`src/rtl/hwpr_pkg.sv`:
```
// constants for the host window page remapper
package hwpr_pkg;

    // host i/o ports of the graphics controller index/data pair
    localparam logic [15:0] HWPR_PORT_INDEX     = 16'h03CE;
    localparam logic [15:0] HWPR_PORT_DATA      = 16'h03CF;

    // extension indices behind the data port
    localparam logic [7:0]  HWPR_IDX_EXT_CTRL   = 8'h0A;
    localparam logic [7:0]  HWPR_IDX_CONTROL    = 8'h0D;
    localparam logic [7:0]  HWPR_IDX_OFS_A      = 8'h0E;
    localparam logic [7:0]  HWPR_IDX_OFS_B      = 8'h0F;

    // extension access unlock and lock codes
    localparam logic [7:0]  HWPR_EXT_UNLOCK     = 8'hEC;
    localparam logic [7:0]  HWPR_EXT_LOCK       = 8'hCE;

    // remap control field positions and implemented-bit mask
    localparam int          HWPR_CTL_ENABLE_BIT = 0;
    localparam int          HWPR_CTL_SIZE_BIT   = 1;
    localparam int          HWPR_CTL_PAGES_BIT  = 2;
    localparam logic [7:0]  HWPR_CTL_MASK       = 8'h07;

    // reset values
    localparam logic [7:0]  HWPR_RST_BYTE       = 8'h00;
    localparam logic [7:0]  HWPR_RST_INDEX      = 8'h00;
    localparam logic        HWPR_RST_FLAG       = 1'b0;

    // host window: bits 23:17 of A0000h..BFFFFh
    localparam logic [6:0]  HWPR_WIN_TAG        = 7'h05;

    // window quarter codes from host bits 16:15
    localparam logic [1:0]  HWPR_Q_A0           = 2'h0;
    localparam logic [1:0]  HWPR_Q_A8           = 2'h1;

    // all-zero byte for locked and idle reads
    localparam logic [7:0]  HWPR_ZERO_BYTE      = 8'h00;

endpackage

```
`src/rtl/hwpr_adder8.sv`:
```
// eight-bit page adder of the remapper
`timescale 1ns/1ps
module hwpr_adder8
(
    // operands
    input  wire logic [7:0] offset_in,
    input  wire logic [7:0] page_in,
    // result
    output logic [7:0]      sum_out
);

    // carry out of bit 7 is dropped: overflow wraps silently
    assign sum_out = offset_in + page_in;

endmodule // hwpr_adder8

```
`src/rtl/hwpr_remapper.sv`:
```
// host window page remapper: extension registers and address translation
//
// Overview of operation
// - control register write-protected by general io bit
// - 128K window reaches up to 1024K memory
// - one 8-bit adder forms translated page
// - offset bit 0 aligns host bit 12
// - low 12 address bits pass straight through
// - page plus bits 15:12 or 14:12
// - host bits 23:16 never enter adder
// - adder overflow wraps, no flag raised
// - each offset reaches 1024K on 4K boundary
// - page-count bit picks one or two offsets
// - page-size bit: 0=32K, 1=64K
// - window region selects first or second offset
// - uncovered window regions pass unmodified
// - remap disabled means address passes unmodified
// - offset registers hold 8-bit added value
// - offsets at data port indices 0E, 0F
// - code EC enables extensions, reads one
// - code CE disables extensions, reads zero
//
// Usage notes
// - registers 0D, 0E and 0F take writes and read back only once the extension flag is set
// - the window match uses all 24 host bits: aliases above 1M pass
//   through untranslated
// - a request uses the control and offsets held before its edge, so
//   a register write and a request in one cycle see the old setting
// - the 8-bit sum wraps inside 1M and no overflow is reported
// - reserved control bits 7:3 are dropped on write and read as zero
// - ce_in low freezes every register, so a strobe in that cycle is lost
`timescale 1ns/1ps
module hwpr_remapper
(
    // clock, reset, enable
    input  wire logic        ref_clk_in,
    input  wire logic        rst_in,
    input  wire logic        ce_in,
    // host i/o register port
    input  wire logic [15:0] io_addr_in,
    input  wire logic        io_wr_in,
    input  wire logic        io_rd_in,
    input  wire logic [7:0]  io_wdata_in,
    output logic [7:0]       io_rdata_out,
    output logic             io_rvalid_out,
    // write-protect bit 4 of the general io control register
    input  wire logic        gen_io_wprot_in,
    // host memory access
    input  wire logic [23:0] host_addr_in,
    input  wire logic        host_req_in,
    // display memory side
    output logic [19:0]      disp_addr_out,
    output logic             disp_valid_out,
    output logic             disp_remapped_out,
    // status
    output logic             ext_enabled_out
);

    import hwpr_pkg::*;

    ////////////////////////////////////////////////////////////////////////////
    // register state

    logic [7:0]  index_r;
    logic [7:0]  index_nxt;
    logic        ext_flag_r;
    logic        ext_flag_nxt;
    logic [7:0]  control_r;
    logic [7:0]  control_nxt;
    logic [7:0]  offset_a_r;
    logic [7:0]  offset_a_nxt;
    logic [7:0]  offset_b_r;
    logic [7:0]  offset_b_nxt;
    logic [7:0]  rdata_r;
    logic [7:0]  rdata_nxt;
    logic        rvalid_r;
    logic [19:0] disp_addr_r;
    logic [19:0] disp_addr_nxt;
    logic        disp_valid_r;
    logic        disp_remap_r;

    ////////////////////////////////////////////////////////////////////////////
    // i/o port decode

    // only the index/data pair is decoded; any other port gets no answer
    wire         sel_index    = (io_addr_in == HWPR_PORT_INDEX);
    wire         sel_data     = (io_addr_in == HWPR_PORT_DATA);
    wire         wr_index     = io_wr_in && sel_index;
    wire         wr_data      = io_wr_in && sel_data;
    wire         rd_index     = io_rd_in && sel_index;
    wire         rd_data      = io_rd_in && sel_data;

    // index decode behind the data port
    wire         idx_ext_ctrl = (index_r == HWPR_IDX_EXT_CTRL);
    wire         idx_control  = (index_r == HWPR_IDX_CONTROL);
    wire         idx_ofs_a    = (index_r == HWPR_IDX_OFS_A);
    wire         idx_ofs_b    = (index_r == HWPR_IDX_OFS_B);

    // registers 0D, 0E and 0F are reachable only once unlocked; extension control 0A always is
    wire         wr_ext_ctrl  = wr_data && idx_ext_ctrl;
    // write protect is a level kept elsewhere, looked at on every control write
    wire         wr_control   = wr_data && idx_control && ext_flag_r && !gen_io_wprot_in;
    wire         wr_ofs_a     = wr_data && idx_ofs_a && ext_flag_r;
    wire         wr_ofs_b     = wr_data && idx_ofs_b && ext_flag_r;

    // unlock and lock codes; any other value leaves the flag alone
    wire         code_unlock  = (io_wdata_in == HWPR_EXT_UNLOCK);
    wire         code_lock    = (io_wdata_in == HWPR_EXT_LOCK);

    ////////////////////////////////////////////////////////////////////////////
    // register next values

    // one next-value process per register keeps every flop plain
    always_comb
    begin
        index_nxt = index_r;
        if (wr_index)
        begin
            index_nxt = io_wdata_in;
        end
    end

    always_comb
    begin
        ext_flag_nxt = ext_flag_r;
        if (wr_ext_ctrl && code_unlock)
        begin
            ext_flag_nxt = 1'b1;
        end
        else if (wr_ext_ctrl && code_lock)
        begin
            ext_flag_nxt = 1'b0;
        end
    end

    always_comb
    begin
        control_nxt = control_r;
        if (wr_control)
        begin
            // reserved bits 7:3 are not stored and read as zero
            control_nxt = io_wdata_in & HWPR_CTL_MASK;
        end
    end

    always_comb
    begin
        offset_a_nxt = offset_a_r;
        if (wr_ofs_a)
        begin
            offset_a_nxt = io_wdata_in;
        end
    end

    always_comb
    begin
        offset_b_nxt = offset_b_r;
        if (wr_ofs_b)
        begin
            offset_b_nxt = io_wdata_in;
        end
    end

    ////////////////////////////////////////////////////////////////////////////
    // read data selection

    // extension control reads back only its flag, in bit 0
    wire [7:0]   ext_ctrl_rd  = {7'h00, ext_flag_r};
    wire [7:0]   control_rd   = ext_flag_r ? control_r  : HWPR_ZERO_BYTE;
    wire [7:0]   offset_a_rd  = ext_flag_r ? offset_a_r : HWPR_ZERO_BYTE;
    wire [7:0]   offset_b_rd  = ext_flag_r ? offset_b_r : HWPR_ZERO_BYTE;

    always_comb
    begin
        rdata_nxt = HWPR_ZERO_BYTE;
        // the index port reads back even while the extensions are locked
        if (rd_index)
        begin
            rdata_nxt = index_r;
        end
        else if (rd_data && idx_ext_ctrl)
        begin
            rdata_nxt = ext_ctrl_rd;
        end
        else if (rd_data && idx_control)
        begin
            rdata_nxt = control_rd;
        end
        else if (rd_data && idx_ofs_a)
        begin
            rdata_nxt = offset_a_rd;
        end
        else if (rd_data && idx_ofs_b)
        begin
            rdata_nxt = offset_b_rd;
        end
    end

    ////////////////////////////////////////////////////////////////////////////
    // control fields

    // fields come from the stored byte, so a control write shows in the
    // translation from the next request onward
    wire         remap_en     = control_r[HWPR_CTL_ENABLE_BIT];
    wire         size_64k     = control_r[HWPR_CTL_SIZE_BIT];
    wire         two_pages    = control_r[HWPR_CTL_PAGES_BIT];

    ////////////////////////////////////////////////////////////////////////////
    // window region decode

    // the full 24-bit address must fall in A0000h..BFFFFh to be remapped
    wire         in_window    = (host_addr_in[23:17] == HWPR_WIN_TAG);
    wire [1:0]   quarter      = host_addr_in[16:15];
    wire         q_a0         = (quarter == HWPR_Q_A0);
    wire         q_a8         = (quarter == HWPR_Q_A8);
    // upper half of the window: both the B0000h and B8000h quarters
    wire         q_upper      = quarter[1];

    // offset a: first 32K always, second 32K too with 64K pages
    wire         use_a        = q_a0 || (q_a8 && size_64k);
    // offset b: second 32K with two 32K pages, upper 64K with two 64K pages
    wire         use_b        = two_pages && ((q_a8 && !size_64k) || (q_upper && size_64k));

    // regions that no offset covers stay untranslated
    wire         covered      = use_a || use_b;
    wire         do_remap     = remap_en && in_window && covered;

    ////////////////////////////////////////////////////////////////////////////
    // translation datapath

    // a single adder serves both offsets, so only one is chosen here
    wire [7:0]   sel_offset   = use_b ? offset_b_r : offset_a_r;

    // page bits above the page-offset field; bits 23:16 never enter
    wire [7:0]   page_64k     = {4'h0, host_addr_in[15:12]};
    wire [7:0]   page_32k     = {5'h00, host_addr_in[14:12]};
    wire [7:0]   page_bits    = size_64k ? page_64k : page_32k;
    wire [7:0]   page_sum;

    hwpr_adder8 u_adder
    (
        .offset_in (sel_offset),
        .page_in   (page_bits),
        .sum_out   (page_sum)
    );

    // sum lands on bits 19:12, so any 4K boundary up to 1024K is a base
    wire [19:0]  remap_addr   = {page_sum, host_addr_in[11:0]};
    // untranslated accesses keep only the low 20 host bits
    wire [19:0]  pass_addr    = host_addr_in[19:0];

    always_comb
    begin
        // pass-through is the default, so uncovered regions need no case
        disp_addr_nxt = pass_addr;
        if (do_remap)
        begin
            disp_addr_nxt = remap_addr;
        end
    end

    ////////////////////////////////////////////////////////////////////////////
    // register file flops

    // a write in a cycle with ce_in low is dropped, not deferred
    always_ff @(posedge ref_clk_in or posedge rst_in)
    begin
        if (rst_in)
        begin
            index_r    <= HWPR_RST_INDEX;
            ext_flag_r <= HWPR_RST_FLAG;
            control_r  <= HWPR_RST_BYTE;
            offset_a_r <= HWPR_RST_BYTE;
            offset_b_r <= HWPR_RST_BYTE;
        end
        else if (ce_in)
        begin
            index_r    <= index_nxt;
            ext_flag_r <= ext_flag_nxt;
            control_r  <= control_nxt;
            offset_a_r <= offset_a_nxt;
            offset_b_r <= offset_b_nxt;
        end
    end

    ////////////////////////////////////////////////////////////////////////////
    // read return flops

    // read data falls back to zero after a cycle without a read, so a
    // stale byte is never taken for a fresh answer
    always_ff @(posedge ref_clk_in or posedge rst_in)
    begin
        if (rst_in)
        begin
            rdata_r  <= HWPR_RST_BYTE;
            rvalid_r <= 1'b0;
        end
        else if (ce_in)
        begin
            rdata_r  <= rdata_nxt;
            rvalid_r <= rd_index || rd_data;
        end
    end

    ////////////////////////////////////////////////////////////////////////////
    // display address flops

    // one register stage: the address is held until the next request
    // valid is rewritten on every enabled edge, so it pulses once
    always_ff @(posedge ref_clk_in or posedge rst_in)
    begin
        if (rst_in)
        begin
            disp_addr_r  <= 20'h00000;
            disp_valid_r <= 1'b0;
            disp_remap_r <= 1'b0;
        end
        else if (ce_in)
        begin
            disp_valid_r <= host_req_in;
            if (host_req_in)
            begin
                disp_addr_r  <= disp_addr_nxt;
                disp_remap_r <= do_remap;
            end
        end
    end

    ////////////////////////////////////////////////////////////////////////////
    // outputs

    // every output comes straight from a flop
    assign io_rdata_out      = rdata_r;
    assign io_rvalid_out     = rvalid_r;
    assign disp_addr_out     = disp_addr_r;
    assign disp_valid_out    = disp_valid_r;
    assign disp_remapped_out = disp_remap_r;
    assign ext_enabled_out   = ext_flag_r;

endmodule // hwpr_remapper

```
`config.mk`:
```
export PLATFORM = sky130hd
export DESIGN_NAME = hwpr_remapper
export DESIGN_NICKNAME = d
export VERILOG_FILES = /design/src/rtl/hwpr_pkg.sv /design/src/rtl/hwpr_adder8.sv /design/src/rtl/hwpr_remapper.sv
export SDC_FILE = /design/constraint.sdc
export NUM_CORES = 1
export LEC_CHECK = 0
export BUFFER_PORTS_ARGS = -buffer_cell sky130_fd_sc_hd__buf_2
export CAP_MARGIN = 10
export CORE_ASPECT_RATIO = 0.9
export CORE_MARGIN = 1.5
export CORE_UTILIZATION = 45
export CTS_CLUSTER_DIAMETER = 30
export DETAILED_ROUTE_END_ITERATION = 12
export PLACE_DENSITY = 0.7
export SYNTH_ARGS = -nofsm -noshare
export SYNTH_HDL_FRONTEND = slang
export SYNTH_HIERARCHICAL = 1
export SYNTH_SLANG_ARGS = --single-unit
```
`constraint.sdc`:
```
create_clock -name ref_clk_in -period 7.3 [get_ports ref_clk_in]
set_clock_uncertainty 0.1 [all_clocks]
set_input_delay 1.825 -clock ref_clk_in [delete_from_list [all_inputs] [get_ports ref_clk_in]]
set_output_delay 1.825 -clock ref_clk_in [all_outputs]
set_load 0.05 [all_outputs]
```
; ---- Yosys cells after proc, flatten, opt, wreduce, memory -nomap -nowiden
; Cells that the tools add are included.
[totals]
register_bits = 59
input_bits = 55
out_inout_bits = 32
word_cells = 72
[classes]
n_addsub = 1
eq_ne = 10
muxes = 13
n_reduce_logical = 38
[ops]
columns = op, n
row1 = $mux 8, 8
row2 = $eq 16x10->1 const B, 2
row3 = $eq 8x4->1 const B, 4
row4 = $logic_and 1x1->1, 24
row5 = $mux 20, 1
row6 = $eq 8x8->1 const B, 2
row7 = $reduce_and 2->1, 6
row8 = $add 8x4->8, 1
row9 = $eq 7x3->1 const B, 1
row10 = $logic_or 1x1->1, 4
row11 = $mux 4, 1
row12 = $mux 3, 1
row13 = $eq 2x1->1 const B, 1
row14 = $logic_not 1->1, 2
row15 = $logic_not 2->1, 1
row16 = $mux 1, 2
row17 = $reduce_bool 2->1, 1

; ---- Logic depth before layout (Yosys ltp)
[logic_depth]
ltp_word = 8
mapped_depth = 12
depth_no_buf = 12

; ---- By module
; The synthesis kept the hierarchy.
[by_module_without_submodules]
columns = mod, instances, cells_each, area_per_inst_um2, seq_area_each_um2
row1 = hwpr_remapper, 1, 230, 2850.2, 1476.4
row2 = hwpr_adder8, 1, 42, 331.6, 0.0

; ---- Worst setup path before layout
; OpenSTA, ideal clock, no wires.
[synth_path]
path_kind = input port to flip-flop
start = in host_addr_in[15]
end = reg disp_addr_r[18] (netlist: disp_addr_out[18])
setup_ns = 0.083
arrival_ns = 3.798
t_required_ns = 7.117
slack_ns = 3.320
path_stages = 12
n_path_buf = 0
path_cell_list = nand2b_1 > o21ai_0 > nand2_1 > mux2_2 > ha_1 > inv_1 > fa_1 > nor2b_4 > o31a_1 > o311ai_1 > a21oi_1 > o21ai_0
[synth_between]
elab_chain_len = 7
word_cells_on_any_way = 13
cone_classes = add/sub: 1 / eq/ne: 1 / mux: 3 / reduce/logical: 8
[synth_lines]
columns = element, line_no
row1 = start: declaration, hwpr_remapper.sv:49  ; input wire logic [23:0] host_addr_in,
row2 = $eq 2x1->1, hwpr_remapper.sv:215  ; wire q_a8 = (quarter == HWPR_Q_A8);
row3 = $logic_and 1x1->1, hwpr_remapper.sv:222  ; wire use_b = two_pages && ((q_a8 && !size_64k) || (q_upper && size_64k));
row4 = $logic_or 1x1->1, hwpr_remapper.sv:222
row5 = $logic_and 1x1->1, hwpr_remapper.sv:222
row6 = $mux 8, hwpr_remapper.sv:232  ; wire [7:0] sel_offset = use_b ? offset_b_r : offset_a_r;
row7 = named net sel_offset[0], hwpr_remapper.sv:232
row8 = $add 8x4->8, hwpr_adder8.sv:13  ; assign sum_out = offset_in + page_in;
row9 = named net page_sum[6], hwpr_remapper.sv:238  ; wire [7:0] page_sum;
row10 = $mux 20, hwpr_remapper.sv:256  ; if (do_remap)
row11 = end signal: assignment, hwpr_remapper.sv:323  ; disp_addr_r <= disp_addr_nxt;
row12 = end: declaration, hwpr_remapper.sv:77  ; logic [19:0] disp_addr_r;
; The timed path passes the listed nets, and every way through them passes these cells.
; A chain may end at the register's enable or synchronous reset.

; ---- Worst setup path after layout
; Ends and elaborated chain as after synthesis.

==> run summary <==
FF+latch count, synth - 59
Detailed Place HPWL - 5397 um
FILL cells - 592
CTS Buf Count - 9
Warnings, synthesis - 6
CTS sink cnt - 59
CTS tree - yes
Cell Area, Synth - 3182 um^2
wire length per cell - 15.46 um
Final Cell Area - 3906 um^2
# port buffers - 86
die outline area - 7585 um^2
reg2reg setup slack - 4.36 ns
maxcap violations - 0
via count - 2483
row cnt - 28
P per Cell Area - 197.1 nW/um^2
Static Leak - 1.877 nW
Final setup viols - 0
Setup Buffers After CTS - 0
Clock Tree Root - clkbuf_8
Critical Path AT - 4.15 ns
Slew @ Worst Pin - 0.9497 ns
DP Area - 3714 um^2
Design Power - 0.0007698 W
RSZ-0062 raised after global routing - no
area of the multi-input gates - 1608 um^2
highest clock rate - 250.1 MHz
top cell type's share of synthesized area - 46.40%
antenna-violating nets left - 0
Final Max Slew Viols - 0
Hold Slack - 0.3723 ns
DRC viols - 0
top cells by area, synth - dfrtp_1 46%, mux2_2 19%, ha_1 2.8%
Seq/Total Area, Yosys - 46.40%
post-synthesis cell type count - 55
core area - 6691 um^2
CP endpoint kind - flip-flop
Post-CTS Hold Buffers - 0
Layout area overhead - 22.77%
first-pass GRT wire length - 11430 um
Hold WC Path Type - reg2reg
fraction of layout cells with a size suffix above 1 - 44.32%
htree depth - 3
WL final - 7112 um
# IOs - 87
total track usage - 19.62%
Clock Latency Late Sink - 0.34 ns
CP Launch Type - input pin
crit path kind - in2reg
Placed Cells - 444
setup TNS - 0 ns
area leader, netlist - dfrtp_1
final hold viol count - 0
ys flop type - dfrtp_1
initial core utilization - 47.55%
syn avg cell area - 11.70 um^2
Mapped Cells - 272
ys async rst share - 100.0%
status - completed
nets - 428
final worst path period share - 54.77%
antenna violations before repair - 0
VDD IR-drop max - 0.1412 mV
Critical Path Fanout Max - 8
Vias/cell - 5.398
CP Data Required Time - 7.45 ns
CTS resizes - 0
commonest non-fill, non-tap cell in the layout - buf_2
relative slew slack - 36.54%
maximum root-to-sink buffer count - 2
number of flops mapped to enable cells by yosys - 0
die height - 82.77 um
storage element area - 1476 um^2
Horiz. Die Dim - 91.64 um
ANT cells - 0
gpl congestion - 0.8181
largest net degree at the start of global routing - 60
vias in the first global route - 2500
post-layout instance count excluding filler cells - 460
TritonRoute pass-1 iters - 4
min cycle time layout - 3.998 ns
DRT iter0 DRCs - 141
clk slew on worst S/H paths - 0.07 ns
most frequent cells in the layout - 86 x buf_2, 59 x dfrtp_1, 53 x mux2_2
grt ovf - 0
[cell families after synthesis]
kind of cell | share of synthesized area [%]
muxes | 21.31
DFF | 46.40
and+or+nand+nor | 12.35
AOI/OAI and AO/OA | 11.92
buffers and inverters | 3.421
adders and majority gates | 3.382
xor gates and xnor gates | 1.101
other | 0.1179
[final cells by class]
cell class                      count  area share, %
Clock buffer                        9          3.171
Multi-Input combinational cell    187          41.16
Clock inverter                      7          1.762
Sequential cell                    59          37.80
Inverter                           21          2.018
Tap cell                           90          2.883
Timing Repair Buffer               87          11.21
[through the flow]
step / utilization [%] / setup WS [ns]
2_1_floorplan: - / 3.320
3_3_place_gp: 55.50 / 3.044
3_5_place_dp: 55.50 / 2.944
4_1_cts: 58.38 / 3.291
5_1_grt: 58.38 / 3.057
6_report: 58.38 / 3.302
[registers in the layout, indices dropped and copies added, names as in the netlist]
| register | count |
|---|---|
| offset_b_r | 8 |
| disp_addr_out | 20 |
| index_r | 8 |
| ext_enabled_out | 1 |
| io_rvalid_out | 1 |
| disp_valid_out | 1 |
| io_rdata_out | 8 |
| control_r | 3 |
| offset_a_r | 8 |
| disp_remapped_out | 1 |
[layer usage]
| metal | up-vias | track usage (%) | wire length, um |
|---|---|---|---|
| met1 | 1218 | 26.46 | 3351 |
| met5 | - | 0 | 0 |
| met2 | 49 | 31.42 | 3407 |
| met3 | 9 | 3.734 | 269 |
| met4 | 0 | 8.125 | 84 |
| li1 | 1207 | - | - |
[power breakdown]
group          total, W  internal [W]  switching (W)
Sequential     0.000350      0.000343     0.00000716
Clock          0.000289      0.000156       0.000133
Combinational  0.000131     0.0000376      0.0000933
[Yosys cell counts, drive strengths merged (2+ instances only)]
cell type and count:
o311ai 2, o211ai 3, xnor2 2, mux2 54
nor3b 3, nand3 2, a32oi 6, mux2i 7
o21ai 11, xor2 2, o22ai 8, a22oi 2
nand2b 3, nor3 5, nor2 2, nand2 14
or4b 2, dfrtp 59, inv 21, nor4 2
clkbuf 8, nor2b 6, o2bb2ai 3, nor4b 3
nand4b 4, o31ai 2, ha 7, or4 3
a21oi 6
[worst max-delay path, cell delays in order]
cell and delay [ns]:
buf_2 0.11, nand2b_1 0.08, o21ai_0 0.08, nand2_1 0.26
mux2_2 0.38, ha_1 0.23, inv_1 0.08, fa_1 0.25
nor2b_4 0.06, o31a_1 0.25, o311ai_1 0.29, a21oi_1 0.10
o21ai_0 0.14
[path summary, 6_finish.rpt]
check                             startpoint                 to  cells after the start
max in group asynchronous             rst_in      offset_a_r[3]                      3
min in group asynchronous             rst_in    ext_enabled_out                      3
setup reg to reg                control_r[1]  disp_addr_out[18]                     12
hold reg to reg            disp_addr_out[19]  disp_addr_out[19]                      2
hold / removal             disp_addr_out[19]  disp_addr_out[19]                      2
setup / recovery            host_addr_in[15]  disp_addr_out[18]                     13
No activity file was read; power rests on OpenSTA's default activity.
